--- config.mk ---
export PLATFORM = sky130hd
export DESIGN_NAME = ccl_top
export DESIGN_NICKNAME = d
export VERILOG_FILES = /design/src/ccl_pkg.sv /design/src/ccl_evt_if.sv /design/src/ccl_edge.sv /design/src/ccl_top.sv
export SDC_FILE = /design/constraint.sdc
export NUM_CORES = 1
export LEC_CHECK = 0
export BUFFER_PORTS_ARGS = -buffer_cell sky130_fd_sc_hd__buf_2
export CAP_MARGIN = 40
export CORE_ASPECT_RATIO = 0.5
export CORE_MARGIN = 5
export CORE_UTILIZATION = 48
export DETAILED_ROUTE_END_ITERATION = 10
export PLACE_DENSITY = 0.79
export SYNTH_ARGS = -nofsm -noshare
export SYNTH_HDL_FRONTEND = slang
export SYNTH_SLANG_ARGS = --single-unit
export TNS_END_PERCENT = 10
--- constraint.sdc ---
create_clock -name core_clk -period 1.55 [get_ports core_clk]
set_input_delay 0.155 -clock core_clk [delete_from_list [all_inputs] [get_ports core_clk]]
set_output_delay 0.155 -clock core_clk [all_outputs]
set_load 0.01 [all_outputs]
--- src/ccl_pkg.sv ---
package ccl_pkg;

  // ----------------------------------------------------------------
  // register map
  // ----------------------------------------------------------------
  localparam int          CCL_DATA_W     = 32;
  localparam logic [3:0]  CCL_OFS_CTRL   = 4'h0;
  localparam logic [3:0]  CCL_OFS_STAT   = 4'h4;
  localparam logic [3:0]  CCL_OFS_MASK   = 4'h8;

  // ----------------------------------------------------------------
  // control field positions
  // ----------------------------------------------------------------
  localparam int          CCL_BIT_ON     = 15;
  localparam int          CCL_BIT_OE     = 14;
  localparam int          CCL_BIT_POL    = 13;
  localparam int          CCL_BIT_RES    = 8;
  localparam int          CCL_EV_HI      = 7;
  localparam int          CCL_EV_LO      = 6;
  localparam int          CCL_BIT_POS_INPUT_INTERNAL_REF_SEL   = 4;
  localparam int          CCL_NEG_HI     = 1;
  localparam int          CCL_NEG_LO     = 0;

  localparam logic [31:0] CCL_CTRL_RST   = 32'h0000_00C3;
  localparam logic [31:0] CCL_CTRL_WMASK = 32'h0000_E0D3;
  localparam logic [31:0] CCL_IRQ_BITS   = 32'h0000_0001;
  localparam logic [31:0] CCL_IRQ_RST    = 32'h0000_0000;

  // ----------------------------------------------------------------
  // bus answers and edge selection
  // ----------------------------------------------------------------
  localparam logic [1:0]  CCL_RESP_OKAY  = 2'b00;
  localparam logic [1:0]  CCL_RESP_SLVERR = 2'b10;

  typedef enum logic [1:0] {
    CCL_EV_OFF  = 2'b00,
    CCL_EV_RISE = 2'b01,
    CCL_EV_FALL = 2'b10,
    CCL_EV_BOTH = 2'b11
  } ccl_edge_t;

endpackage : ccl_pkg

--- src/ccl_evt_if.sv ---
`timescale 1ns/1ps
`default_nettype none
interface ccl_evt_if;
  logic       rawResult;
  logic       invert;
  logic       enable;
  logic [1:0] edgeSel;
  logic       result;
  logic       eventPulse;

  modport ctrl (output rawResult, output invert, output enable, output edgeSel,
                input result, input eventPulse);
  modport edet (input rawResult, input invert, input enable, input edgeSel,
                output result, output eventPulse);
endinterface : ccl_evt_if
`default_nettype wire

--- src/ccl_edge.sv ---
`timescale 1ns/1ps
`default_nettype none
module ccl_edge
  import ccl_pkg::*;
(
  // clock and reset
  input  wire logic clk,
  input  wire logic clkEn,
  input  wire logic rstN,
  // event path
  ccl_evt_if.edet   evt
);

  logic [1:0] sync_q;
  logic [1:0] sync_d;
  logic       prev_q;
  logic       prev_d;
  logic       res_q;
  logic       res_d;
  logic       pulse_q;
  logic       pulse_d;
  logic       polar;
  logic       hit;

  // ----------------------------------------------------------------
  // sync, polarity, edge detect
  // ----------------------------------------------------------------
  always_comb begin
    sync_d = {sync_q[0], evt.rawResult};
    polar  = sync_q[1] ^ evt.invert;
    prev_d = polar;
    case (ccl_edge_t'(evt.edgeSel))
      CCL_EV_RISE: hit = polar & ~prev_q;
      CCL_EV_FALL: hit = ~polar & prev_q;
      CCL_EV_BOTH: hit = polar ^ prev_q;
      default:     hit = 1'b0;
    endcase
    pulse_d = evt.enable & hit;
    res_d   = evt.enable & polar;
  end

  always_ff @(posedge clk or negedge rstN) begin
    if (!rstN) begin
      sync_q  <= 2'b00;
      prev_q  <= 1'b0;
      res_q   <= 1'b0;
      pulse_q <= 1'b0;
    end else if (clkEn) begin
      sync_q  <= sync_d;
      prev_q  <= prev_d;
      res_q   <= res_d;
      pulse_q <= pulse_d;
    end
  end

  assign evt.result     = res_q;
  assign evt.eventPulse = pulse_q;

endmodule : ccl_edge
`default_nettype wire

--- src/ccl_top.sv ---
// What this block does
// - setting the enable bit 15 turns the comparator on, writable fields in strobed bytes take the written value
// - clearing the enable bit turns the comparator off, writable fields in strobed bytes take the written value
// - bit 14 set together with bit 15 drives the result on the output pin, else pin undriven
// - bit 13 set inverts the comparator result
// - bit 8 reads the current result, read only
// - bits 7-6 pick interrupt edge: both, falling, rising or none
// - inversion also feeds the edge detector, so the opposite edge fires
// - bit 4 picks ladder reference or first pin for the positive input
// - bits 1-0 pick fixed reference or pin d, c, b for negative input
// - unused control bits ignore writes and read as zero
`timescale 1ns/1ps
`default_nettype none
module ccl_top
  import ccl_pkg::*;
#(
  parameter int ADDR_W = 4
)(
  // clock, reset, enable
  input  wire logic              core_clk,
  input  wire logic              rst_n,
  input  wire logic              clkEn,
  // axi4-lite write address
  input  wire logic [ADDR_W-1:0] s_axi_awaddr,
  input  wire logic              s_axi_awvalid,
  output logic                   s_axi_awready,
  // axi4-lite write data
  input  wire logic [31:0]       s_axi_wdata,
  input  wire logic [3:0]        s_axi_wstrb,
  input  wire logic              s_axi_wvalid,
  output logic                   s_axi_wready,
  // axi4-lite write response
  output logic [1:0]             s_axi_bresp,
  output logic                   s_axi_bvalid,
  input  wire logic              s_axi_bready,
  // axi4-lite read
  input  wire logic [ADDR_W-1:0] s_axi_araddr,
  input  wire logic              s_axi_arvalid,
  output logic                   s_axi_arready,
  output logic [31:0]            s_axi_rdata,
  output logic [1:0]             s_axi_rresp,
  output logic                   s_axi_rvalid,
  input  wire logic              s_axi_rready,
  // analog comparator core
  input  wire logic              compRawResult,
  output logic                   compEnable,
  output logic                   posInputInternalRefSel,
  output logic [1:0]             negInputSelect,
  // result pin
  output logic                   resultPin,
  output logic                   resultPinOe,
  // interrupt
  output logic                   irq
);

  // ----------------------------------------------------------------
  // elaboration checks
  // ----------------------------------------------------------------
  if (ADDR_W < 4 || ADDR_W > 16) begin : gBadAddr
    $error("ccl_top: ADDR_W must lie in 4..16");
  end

  // ----------------------------------------------------------------
  // reset release
  // ----------------------------------------------------------------
  logic [1:0] rstPipe_q;
  logic [1:0] rstPipe_d;
  logic       rstSyncN;

  always_comb begin
    rstPipe_d = {rstPipe_q[0], 1'b1};
  end

  always_ff @(posedge core_clk or negedge rst_n) begin
    if (!rst_n) begin
      rstPipe_q <= 2'b00;
    end else if (clkEn) begin
      rstPipe_q <= rstPipe_d;
    end
  end

  assign rstSyncN = rstPipe_q[1];

  // ----------------------------------------------------------------
  // declarations
  // ----------------------------------------------------------------
  logic [31:0]       ctrl_q;
  logic [31:0]       ctrl_d;
  logic [31:0]       stat_q;
  logic [31:0]       stat_d;
  logic [31:0]       mask_q;
  logic [31:0]       mask_d;
  logic              awHeld_q;
  logic              awHeld_d;
  logic [ADDR_W-1:0] awAddr_q;
  logic [ADDR_W-1:0] awAddr_d;
  logic              wHeld_q;
  logic              wHeld_d;
  logic [31:0]       wData_q;
  logic [31:0]       wData_d;
  logic [3:0]        wStrb_q;
  logic [3:0]        wStrb_d;
  logic              bvalid_q;
  logic              bvalid_d;
  logic [1:0]        bresp_q;
  logic [1:0]        bresp_d;
  logic              rvalid_q;
  logic              rvalid_d;
  logic [1:0]        rresp_q;
  logic [1:0]        rresp_d;
  logic [31:0]       rdata_q;
  logic [31:0]       rdata_d;
  logic              awTake;
  logic              wTake;
  logic              doWrite;
  logic              arTake;
  logic [ADDR_W-1:0] wrAddr;
  logic [31:0]       wrData;
  logic [3:0]        wrStrb;
  logic [31:0]       byteMask;
  logic [3:0]        wrWord;
  logic [3:0]        rdWord;
  logic [31:0]       ctrlView;
  logic              rdHit;
  logic              wrHit;
  logic [31:0]       irqSet;
  logic [31:0]       irqClr;
  logic              irq_q;
  logic              irq_d;

  // ----------------------------------------------------------------
  // edge detector
  // ----------------------------------------------------------------
  ccl_evt_if evtBus ();

  assign evtBus.rawResult = compRawResult;
  assign evtBus.invert    = ctrl_q[CCL_BIT_POL];
  assign evtBus.enable    = ctrl_q[CCL_BIT_ON];
  assign evtBus.edgeSel   = ctrl_q[CCL_EV_HI:CCL_EV_LO];

  ccl_edge uEdge (
    .clk   (core_clk),
    .clkEn (clkEn),
    .rstN  (rstSyncN),
    .evt   (evtBus.edet)
  );

  // ----------------------------------------------------------------
  // write channel
  // ----------------------------------------------------------------
  assign s_axi_awready = ~awHeld_q & ~bvalid_q;
  assign s_axi_wready  = ~wHeld_q & ~bvalid_q;
  assign s_axi_bvalid  = bvalid_q;
  assign s_axi_bresp   = bresp_q;

  always_comb begin
    awTake   = s_axi_awvalid & s_axi_awready;
    wTake    = s_axi_wvalid & s_axi_wready;
    doWrite  = (awHeld_q | awTake) & (wHeld_q | wTake);
    wrAddr   = awHeld_q ? awAddr_q : s_axi_awaddr;
    wrData   = wHeld_q ? wData_q : s_axi_wdata;
    wrStrb   = wHeld_q ? wStrb_q : s_axi_wstrb;
    wrWord   = {wrAddr[3:2], 2'b00};
    wrHit    = (wrAddr[ADDR_W-1:2] <= (ADDR_W-2)'(2)) && (wrAddr[1:0] == 2'b00);
    awHeld_d = (awHeld_q | awTake) & ~doWrite;
    wHeld_d  = (wHeld_q | wTake) & ~doWrite;
    awAddr_d = awTake ? s_axi_awaddr : awAddr_q;
    wData_d  = wTake ? s_axi_wdata : wData_q;
    wStrb_d  = wTake ? s_axi_wstrb : wStrb_q;
    bvalid_d = doWrite | (bvalid_q & ~s_axi_bready);
    bresp_d  = bresp_q;
    if (doWrite) begin
      bresp_d = wrHit ? CCL_RESP_OKAY : CCL_RESP_SLVERR;
    end
    for (int i = 0; i < 4; i++) begin
      byteMask[8*i +: 8] = {8{wrStrb[i]}};
    end
  end

  always_ff @(posedge core_clk or negedge rstSyncN) begin
    if (!rstSyncN) begin
      awHeld_q <= 1'b0;
      awAddr_q <= '0;
      wHeld_q  <= 1'b0;
      wData_q  <= 32'h0000_0000;
      wStrb_q  <= 4'h0;
      bvalid_q <= 1'b0;
      bresp_q  <= CCL_RESP_OKAY;
    end else if (clkEn) begin
      awHeld_q <= awHeld_d;
      awAddr_q <= awAddr_d;
      wHeld_q  <= wHeld_d;
      wData_q  <= wData_d;
      wStrb_q  <= wStrb_d;
      bvalid_q <= bvalid_d;
      bresp_q  <= bresp_d;
    end
  end

  // ----------------------------------------------------------------
  // control, status and mask registers
  // ----------------------------------------------------------------
  always_comb begin
    ctrl_d = ctrl_q;
    mask_d = mask_q;
    irqClr = 32'h0000_0000;
    irqSet = {31'h0000_0000, evtBus.eventPulse} & CCL_IRQ_BITS;
    if (doWrite && wrHit && wrWord == CCL_OFS_CTRL) begin
      // byte-lane merge: on/off rewrites every writable field in the strobed bytes
      ctrl_d = (ctrl_q & ~(byteMask & CCL_CTRL_WMASK))
             | (wrData & byteMask & CCL_CTRL_WMASK);
    end
    if (doWrite && wrHit && wrWord == CCL_OFS_MASK) begin
      mask_d = (mask_q & ~(byteMask & CCL_IRQ_BITS)) | (wrData & byteMask & CCL_IRQ_BITS);
    end
    if (doWrite && wrHit && wrWord == CCL_OFS_STAT) begin
      irqClr = wrData & byteMask & CCL_IRQ_BITS;
    end
    // new event beats a same-cycle clear
    stat_d = (stat_q & ~irqClr) | irqSet;
  end

  always_ff @(posedge core_clk or negedge rstSyncN) begin
    if (!rstSyncN) begin
      ctrl_q <= CCL_CTRL_RST;
      stat_q <= CCL_IRQ_RST;
      mask_q <= CCL_IRQ_RST;
    end else if (clkEn) begin
      ctrl_q <= ctrl_d;
      stat_q <= stat_d;
      mask_q <= mask_d;
    end
  end

  // ----------------------------------------------------------------
  // interrupt output
  // ----------------------------------------------------------------
  // built from next values so the level lines up with the status bit
  always_comb begin
    irq_d = |(stat_d & mask_d);
  end

  always_ff @(posedge core_clk or negedge rstSyncN) begin
    if (!rstSyncN) begin
      irq_q <= 1'b0;
    end else if (clkEn) begin
      irq_q <= irq_d;
    end
  end

  // ----------------------------------------------------------------
  // read channel
  // ----------------------------------------------------------------
  assign s_axi_arready = ~rvalid_q;
  assign s_axi_rvalid  = rvalid_q;
  assign s_axi_rdata   = rdata_q;
  assign s_axi_rresp   = rresp_q;

  always_comb begin
    arTake   = s_axi_arvalid & s_axi_arready;
    rdWord   = {s_axi_araddr[3:2], 2'b00};
    rdHit    = (s_axi_araddr[ADDR_W-1:2] <= (ADDR_W-2)'(2)) && (s_axi_araddr[1:0] == 2'b00);
    ctrlView = ctrl_q & CCL_CTRL_WMASK;
    ctrlView[CCL_BIT_RES] = evtBus.result;
    rvalid_d = arTake | (rvalid_q & ~s_axi_rready);
    rdata_d  = rdata_q;
    rresp_d  = rresp_q;
    if (arTake) begin
      rresp_d = rdHit ? CCL_RESP_OKAY : CCL_RESP_SLVERR;
      case (rdWord)
        CCL_OFS_CTRL: rdata_d = rdHit ? ctrlView : 32'h0000_0000;
        CCL_OFS_STAT: rdata_d = rdHit ? stat_q : 32'h0000_0000;
        CCL_OFS_MASK: rdata_d = rdHit ? mask_q : 32'h0000_0000;
        default:      rdata_d = 32'h0000_0000;
      endcase
    end
  end

  always_ff @(posedge core_clk or negedge rstSyncN) begin
    if (!rstSyncN) begin
      rvalid_q <= 1'b0;
      rdata_q  <= 32'h0000_0000;
      rresp_q  <= CCL_RESP_OKAY;
    end else if (clkEn) begin
      rvalid_q <= rvalid_d;
      rdata_q  <= rdata_d;
      rresp_q  <= rresp_d;
    end
  end

  // ----------------------------------------------------------------
  // analog controls, pin and interrupt
  // ----------------------------------------------------------------
  assign compEnable             = ctrl_q[CCL_BIT_ON];
  assign posInputInternalRefSel = ctrl_q[CCL_BIT_POS_INPUT_INTERNAL_REF_SEL];
  assign negInputSelect         = ctrl_q[CCL_NEG_HI:CCL_NEG_LO];
  assign resultPin              = evtBus.result;
  assign resultPinOe            = ctrl_q[CCL_BIT_ON] & ctrl_q[CCL_BIT_OE];
  assign irq                    = irq_q;

endmodule : ccl_top
`default_nettype wire

==> results.txt, run 1 <==
Distinct cell type count of the synthesized netlist: 44. Starting density of the core: 50.3%. TritonCTS built the clock tree.

Static timing analysis puts the maximum clock frequency at 588 MHz. The filler cells instantiated in the layout total 374. The logs give 47 for the number of clock sinks seen by CTS and 5000 um2 for the core region area.

After clock tree synthesis, the clock-pin slew on the worst setup and hold paths is 0.10 ns. The number of vias per cell is 5.03, and the relative area change from synthesis to final layout is 27.1%. The largest area contributor in the netlist was dfrtp_1. Setup violations remaining at the end of the flow were counted as 10.

Once layout is complete, the utilization of the core stands at 63.9%. The tools report the number of global-route vias before repair as 1902. Largest vdd supply drop: 0.841 mV. The cell leakage power is 1.53 nW, and the number of remaining DRC errors is 0. Across all layers, the routed design uses 1806 vias. The flow ran to the end, but the final reports show violations. The x dimension of the die is 112 um. No sink is reached through more buffers than the 2 on the longest clock path. In this run the cell area of the synthesized design comes to 2510 um2. The run gives 0 as the overall overflow remaining after global route. The pre-CTS worst setup slack was -0.251 ns; the slew at the pin closest to its max-slew limit was 0.561 ns.

After floorplanning, the core was divided into 18 placement rows. Clock tree synthesis inserted a total of 5 buffers. The tools report the number of max-slew violations in the final report as 0. At the end of routability-driven placement, the weighted congestion stood at 0.801.

The tools report the final worst-path setup slack as -0.152 ns. STA classifies the critical path endpoint as a flop. The tree is rooted in a clkbuf_8. After the last flow step, the layout net total stands at 347.

The kind of path behind the tightest hold check is primary input to flop. Before antenna repair, the detailed router went through 4 iterations. The average size of a mapped cell works out to 11.9 um2.

Final worst-path cycle share: 110%. The highest fanout seen on the critical path came out at 4. The checks that failed: negative setup slack. The synthesized design devotes to its leading area cell type 42.8% of total area. For the worst-skew pair, the clock arrives at the later sink with an insertion delay of 0.31 ns. For this run, the register share of the synthesized area comes to 47.0%. Setup repair after global routing could not meet its margin everywhere. In this run the tightest slew margin relative to its limit is 62.6%. Pin placement for this block handled 101 I/O pins. The final layout contains routed wiring with a total length of 5.91 mm. Sorting the synthesized cells by how often they occur yields dfrtp_1 (43), buf_4 (29), mux2_2 (19). The HPWL after detailed placement was 4.33 mm; the layout cell share with drive strength beyond 1 was 49.5%. In this run the remaining antenna-violating nets after routing total 0.

The tools report the nature of the critical path startpoint as a flop. The count of flip-flops with a built-in enable after synthesis is 0. By area the synthesized netlist is led by dfrtp_1 (43%), buf_4 (8.7%), mux2_2 (8.5%). Port buffering added 49 buffers.

The most used flip-flop cell after synthesis was dfrtp_1. Of all flip-flops after synthesis, the portion carrying an async set or reset was 100%. The most numerous cell in the Yosys netlist was dfrtp_1.

Across the routed clock network, the largest skew measured is 0.0114 ns. Dividing total power by cell area gives a power density of 1480 nW/um2. In this run, synthesis produced a sequential element count of 47. The worst setup path is of the flop to flop kind. Final critical path time including I/O delays and setup: 1.70 ns. At the worst endpoint, the arrival time is 1.91 ns.

From bottom edge to top edge, the die measures 61.2 um. The tools report the number of DRC markers in iteration 0 as 77. Dividing the detail-routed wire length by the instance count gives 16.5 um. The number of antenna violations at the first check in global routing is 0, and the largest net degree at the start of global routing is 46. The number of endpoints with negative hold slack in the final report is 0, and the number of diodes is 0. The run gives 1.76 ns as the required time at the endpoint of the critical path.

Global routing consumed, over all layers together, 17.0% of the routing resources. The first global-routing pass estimated 9.03 mm of wire. For the number of H-tree branching levels, the log shows 2. During synthesis, Yosys emitted a total of 0 warnings. The run gives 0 as the number of max-capacitance violations reported. Synthesis handed over a netlist of 212 instances.

The die covers 6870 um2.
==> metrics by stage <==
stage | hold slack (ns) | setup TNS (ns) | total power [mW] | cell area (um2) | cells
5_1_grt | 0.0733 | -1.91 | 5.01 | 3190 | 359
3_5_place_dp | -0.0579 | -2.09 | 3.60 | 2920 | 348
6_report | 0.0673 | -1.01 | 4.73 | 3190 | 359
2_1_floorplan | -0.141 | -0.631 | 2.99 | 2600 | 236
4_1_cts | 0.0616 | -0.807 | 4.56 | 3100 | 357
3_3_place_gp | -0.0602 | -1.32 | 3.48 | 2920 | 348
==> layout by cell type (no fill, tap or decap), types with 2 or more instances in the layout <==
| cell type | count |
|---|---|
| buf_2 | 49 |
| o2bb2ai_1 | 3 |
| nor4_4 | 2 |
| dfrtp_2 | 3 |
| o22ai_1 | 2 |
| nand3b_1 | 2 |
| dfrtp_1 | 40 |
| clkbuf_8 | 6 |
| or2_2 | 2 |
| nor2b_4 | 2 |
| nor4_2 | 2 |
| buf_12 | 2 |
| mux2_2 | 19 |
| ha_1 | 6 |
| nand2_1 | 13 |
| a22o_1 | 7 |
| a21oi_1 | 7 |
| mux2i_1 | 3 |
| buf_6 | 2 |
| inv_2 | 2 |
| mux2_1 | 9 |
| buf_4 | 24 |
| mux2_4 | 8 |
| inv_1 | 11 |
| dfstp_2 | 4 |
| nor2_1 | 7 |
| conb_1 | 25 |
==> logic make-up after synthesis <==
group / Yosys count / share of synthesized area (%)
compound gates: 30 / 9.91
mux: 40 / 17.7
xor+xnor: 1 / 0.349
buf+inv: 46 / 11.3
simple gates: 41 / 10.6
fa+ha+maj: 6 / 2.99
flops: 47 / 47.0
other cells: 1 / 0.149
==> report_power, final <==
| part | switching, mW | total, mW | leakage (nW) | internal [mW] |
|---|---|---|---|---|
| clock network | 0.440 | 0.805 | 0.0474 | 0.365 |
| registers | 0.315 | 1.94 | 0.555 | 1.62 |
| logic | 0.973 | 1.99 | 0.927 | 1.01 |
| total | 1.73 | 4.73 | 1.53 | 3.00 |
==> critical path, cell delays in order, from the launching register on <==
cell and delay, ns:
dfrtp_2 0.47, nor2b_4 0.18, o221ai_4 0.19, nor4_4 0.28, buf_4 0.18, mux2_4 0.30
==> final cells by class <==
type | instances | area (um2) | area share, %
Tap cell | 70 | 87.6 | 2.74
Clock buffer | 6 | 82.6 | 2.59
Timing Repair Buffer | 78 | 498 | 15.6
Multi-Input combinational cell | 143 | 1270 | 39.9
Inverter | 13 | 48.8 | 1.53
Clock inverter | 2 | 16.3 | 0.509
Sequential cell | 47 | 1180 | 37.1
==> path summary, 6_finish.rpt <==
path,start,to,slack [ns],cells after the start
worst max register to register,s_axi_bvalid,flop,-0.15,5
worst min-delay path,s_axi_wdata[6],wData_q[6],0.07,2
min in group asynchronous,rst_n,rstPipe_q[1],0.16,2
max in group asynchronous,rstPipe_q[1],s_axi_bvalid,0.80,1
worst min register to register,rstPipe_q[1],awAddr_q[1],0.35,1
worst max-delay path,s_axi_bvalid,flop,-0.15,5
==> timing repair <==
| action | in CTS | in global routing |
|---|---|---|
| gates cloned | 0 | 0 |
| pin swaps | 2 | 2 |
| setup endpoints to repair | 15 | 19 |
| hold buffers | 1 | 0 |
| buffers inserted | 0 | 2 |
| endpoints found under the hold margin | 2 | 0 |
| gates resized for setup | 15 | 13 |
==> routing by layer <==
metal / vias to the layer above / track usage, % / share of wire [%]
met2: 63 / 32.2 / 51
met3: 18 / 3.53 / 5.4
met4: 0 / 8.22 / 2.6
met5: - / 0 / 0
li1: 842 / - / -
met1: 883 / 19.2 / 41
Power figures use the tool's default switching activity.
==> run 2, diff against run 1 <==
--- a/config.mk
+++ b/config.mk
@@ -9,9 +9,9 @@
 export CAP_MARGIN = 40
 export CORE_ASPECT_RATIO = 0.5
 export CORE_MARGIN = 5
-export CORE_UTILIZATION = 48
+export CORE_UTILIZATION = 45
 export DETAILED_ROUTE_END_ITERATION = 10
-export PLACE_DENSITY = 0.79
+export PLACE_DENSITY = 0.75
 export SYNTH_ARGS = -nofsm -noshare
 export SYNTH_HDL_FRONTEND = slang
 export SYNTH_SLANG_ARGS = --single-unit
==> results.txt, run 2 (synthesis results as in run 1) <==
The slew at the pin closest to its max-slew limit was 0.560 ns (-0.00140 ns). TritonCTS built the clock tree. The final critical path time including I/O delays and setup was 1.67 ns (-0.0299 ns). The slowest stage of the critical path belongs to the cell dfrtp_2. The routed via count came out at 1792 (-0.78%). The tools report the terminating pin of the worst hold path as wData_q[6]. The type of the worst setup path is flop to flop. The number of antenna violations at the first check in global routing is 0 (unchanged), and the placer congestion estimate is 0.826 (+3.2%). Area of combinational cells with multiple inputs: 1210 um2 (-5.2%). Later-pin clock latency in the skew report: 0.31 ns (about the same). The commonest non-fill, non-tap cell in the layout was buf_2. The height of the chip was 62.8 um (+2.7%).

The logs give 47 (unchanged) for the number of clock sinks seen by CTS and 46.2% (-4.1 points) for the starting density of the core. The final hold slack came out at 0.0716 ns (+0.00427 ns). The clock-pin slew of the registers on the worst-case setup and hold paths was 0.09 ns (about the same). The logs give 348 (+0.29%) for the number of nets in the layout and 46 (unchanged) for the largest net degree at the start of global routing.

The number of DRC markers in iteration 0 was 65 (-16%). The die footprint came out at 7270 um2 (+5.8%). The number of H-tree branching levels is 2 (unchanged), and the number of buffers on the longest clock path is 2 (unchanged).

The tools report the final cell area excluding filler cells as 3120 um2 (-2.2%). Leaving out fill and tap cells, the most frequent cells in the layout are buf_2 (49), dfrtp_1 (40), conb_1 (25). The tools report the number of nets with antenna violations after routing as 0 (unchanged). Relative to the synthesized area, the layout overhead comes to 24.3%. The flow ran to the end, but the final reports show violations.

Among cell families on the critical path, the largest total delay comes from multiplexers. The number of vias per cell was 4.94 (-1.9%). Setup skew after layout: 0.00801 ns (-0.00338 ns). The cell count after placement is 352 (+1.1%). The total number of cells along the worst setup path is 3 (-2), and the headroom to the max-slew limit is 62.7% (+0.093 points).

Start point of the worst hold path: s_axi_wdata[6]. The power consumption was 4.56 mW (-3.7%). For the core region area, the log shows 5440 um2 (+8.9%).

For the number of iterations in the first detailed-routing pass, the log shows 4 (unchanged). The wire length after detailed routing was 5.51 mm (-6.8%); the number of endpoints with negative hold slack in the final report was 0 (unchanged). STA classifies the critical path endpoint as a flop. The highest fanout seen on the critical path is 6 (+2), and the overall overflow remaining after global route is 0 (unchanged).

Cell leakage power: 1.52 nW (-0.34%). The x dimension of the die works out to 116 um (+3.0%). The run gives 449 (+20%) as the final-layout fill cell count. The tools report the number of top-level pins as 101 (unchanged). The number of max-slew violations in the final report is 0 (unchanged), and the average wire per standard cell is 15.2 um (-7.9%). The power density over the cells came out at 1460 nW/um2 (-1.5%). The tree is rooted in a clkbuf_8. Routed length on met1: 2.33 mm (-2.9%).

Layout cell share with drive strength beyond 1: 46.9% (-2.6 points). The longest individual stage delay on the worst path is 0.47 ns (about the same), and the maximum clock rate is 598 MHz (+1.8%). The number of buffer and inverter instances along the worst setup path came out at 0 (-1).

The number of global-route vias before repair came out at 1879 (-1.2%). The critical path goes through mux2_4 -> nor4_4 -> mux2_1. The checks that failed: negative setup slack. The logs give 57.3% (-6.5 points) for the final standard cell utilization of the core and 5 (unchanged) for the number of buffers inserted during clock tree synthesis.

The tightest min-delay check is of the primary input to flop type. The run gives 294 um (-7.8%) as the detailed-routed wire length on met3. The logs give 0 (unchanged) for the number of max-capacitance violations reported and 363 (+1.1%) for the final instance count without filler cells. The number of instances on the worst hold path came out at 2 (unchanged).

The depth of the most critical reg-to-reg path was 3 (-2). The logs give 4.08 mm (-5.6%) for the HPWL after detailed placement and -0.122 ns (+0.0299 ns) for the final worst-path setup slack. The count of endpoints failing setup in the final report was 10 (unchanged). Setup repair after global routing could not meet its margin everywhere. The required time at the endpoint of the critical path was 1.74 ns (-0.02 ns); the sum of negative setup slack was -0.768 ns (+0.246 ns).

The pre-CTS worst setup slack came out at -0.226 ns (+0.0256 ns). Met2 wirelength from detailed routing: 2.77 mm (-8.8%). The tools report the critical path data arrival time as 1.86 ns (-0.05 ns).

The floorplan row count is 19 (+1), and the slack of the worst reg-to-reg path is -0.12 ns (+0.03 ns). The cell area reported after detailed placement is 2920 um2 (about the same). The total of buffers placed on input and output ports came out at 49 (unchanged). STA classifies the critical path startpoint as a flop.

The tools report the largest vdd supply drop as 0.802 mV (-4.6%). The startpoint identified for the worst register-to-register timing path is awHeld_q. The final worst-path cycle share is 108% (-1.9 points). The number of remaining DRC errors was 0 (unchanged); the wire length of the first global-routing pass was 8.89 mm (-1.6%).

The sequential cell area was 1180 um2 (unchanged). The highest routing layer actually used is met4. Total routing resource utilization after global routing: 15.5% (-1.5 points). The number of diodes was 0 (unchanged).
## run 2: cell type report
class / instances / area share (%)
Tap cell: 73 / 2.93
Timing Repair Buffer: 79 / 16.0
Sequential cell: 47 / 38.0
Inverter: 13 / 1.56
Clock buffer: 5 / 2.20
Multi-Input combinational cell: 143 / 38.7
Clock inverter: 3 / 0.601
## run 2: per-layer routing
| layer | global-route usage, % | up-vias |
|---|---|---|
| li1 | - | 849 |
| met1 | 18.4 | 883 |
| met2 | 26.9 | 50 |
| met3 | 3.29 | 10 |
| met4 | 7.38 | 0 |
| met5 | 0 | - |
## run 2: where the power goes
| group | switching [mW] | internal, mW |
|---|---|---|
| Clock | 0.435 | 0.318 |
| Combinational | 0.892 | 0.985 |
| Sequential | 0.302 | 1.62 |
| Total | 1.63 | 2.93 |
## run 2: worst max path at each step
stage / from / to
4_1_cts: awHeld_q / flop
3_3_place_gp: awHeld_q / flop
6_report: awHeld_q / flop
3_5_place_dp: awHeld_q / flop
2_1_floorplan: s_axi_bvalid / flop
5_1_grt: awHeld_q / flop
## run 2: timing repair
action,4_1_cts,5_1_grt
gates resized for setup,11,8
pin swaps,2,3
hold buffers,1,0
setup endpoints to repair,15,20
setup buffers,0,2
endpoints found under the hold margin,2,0
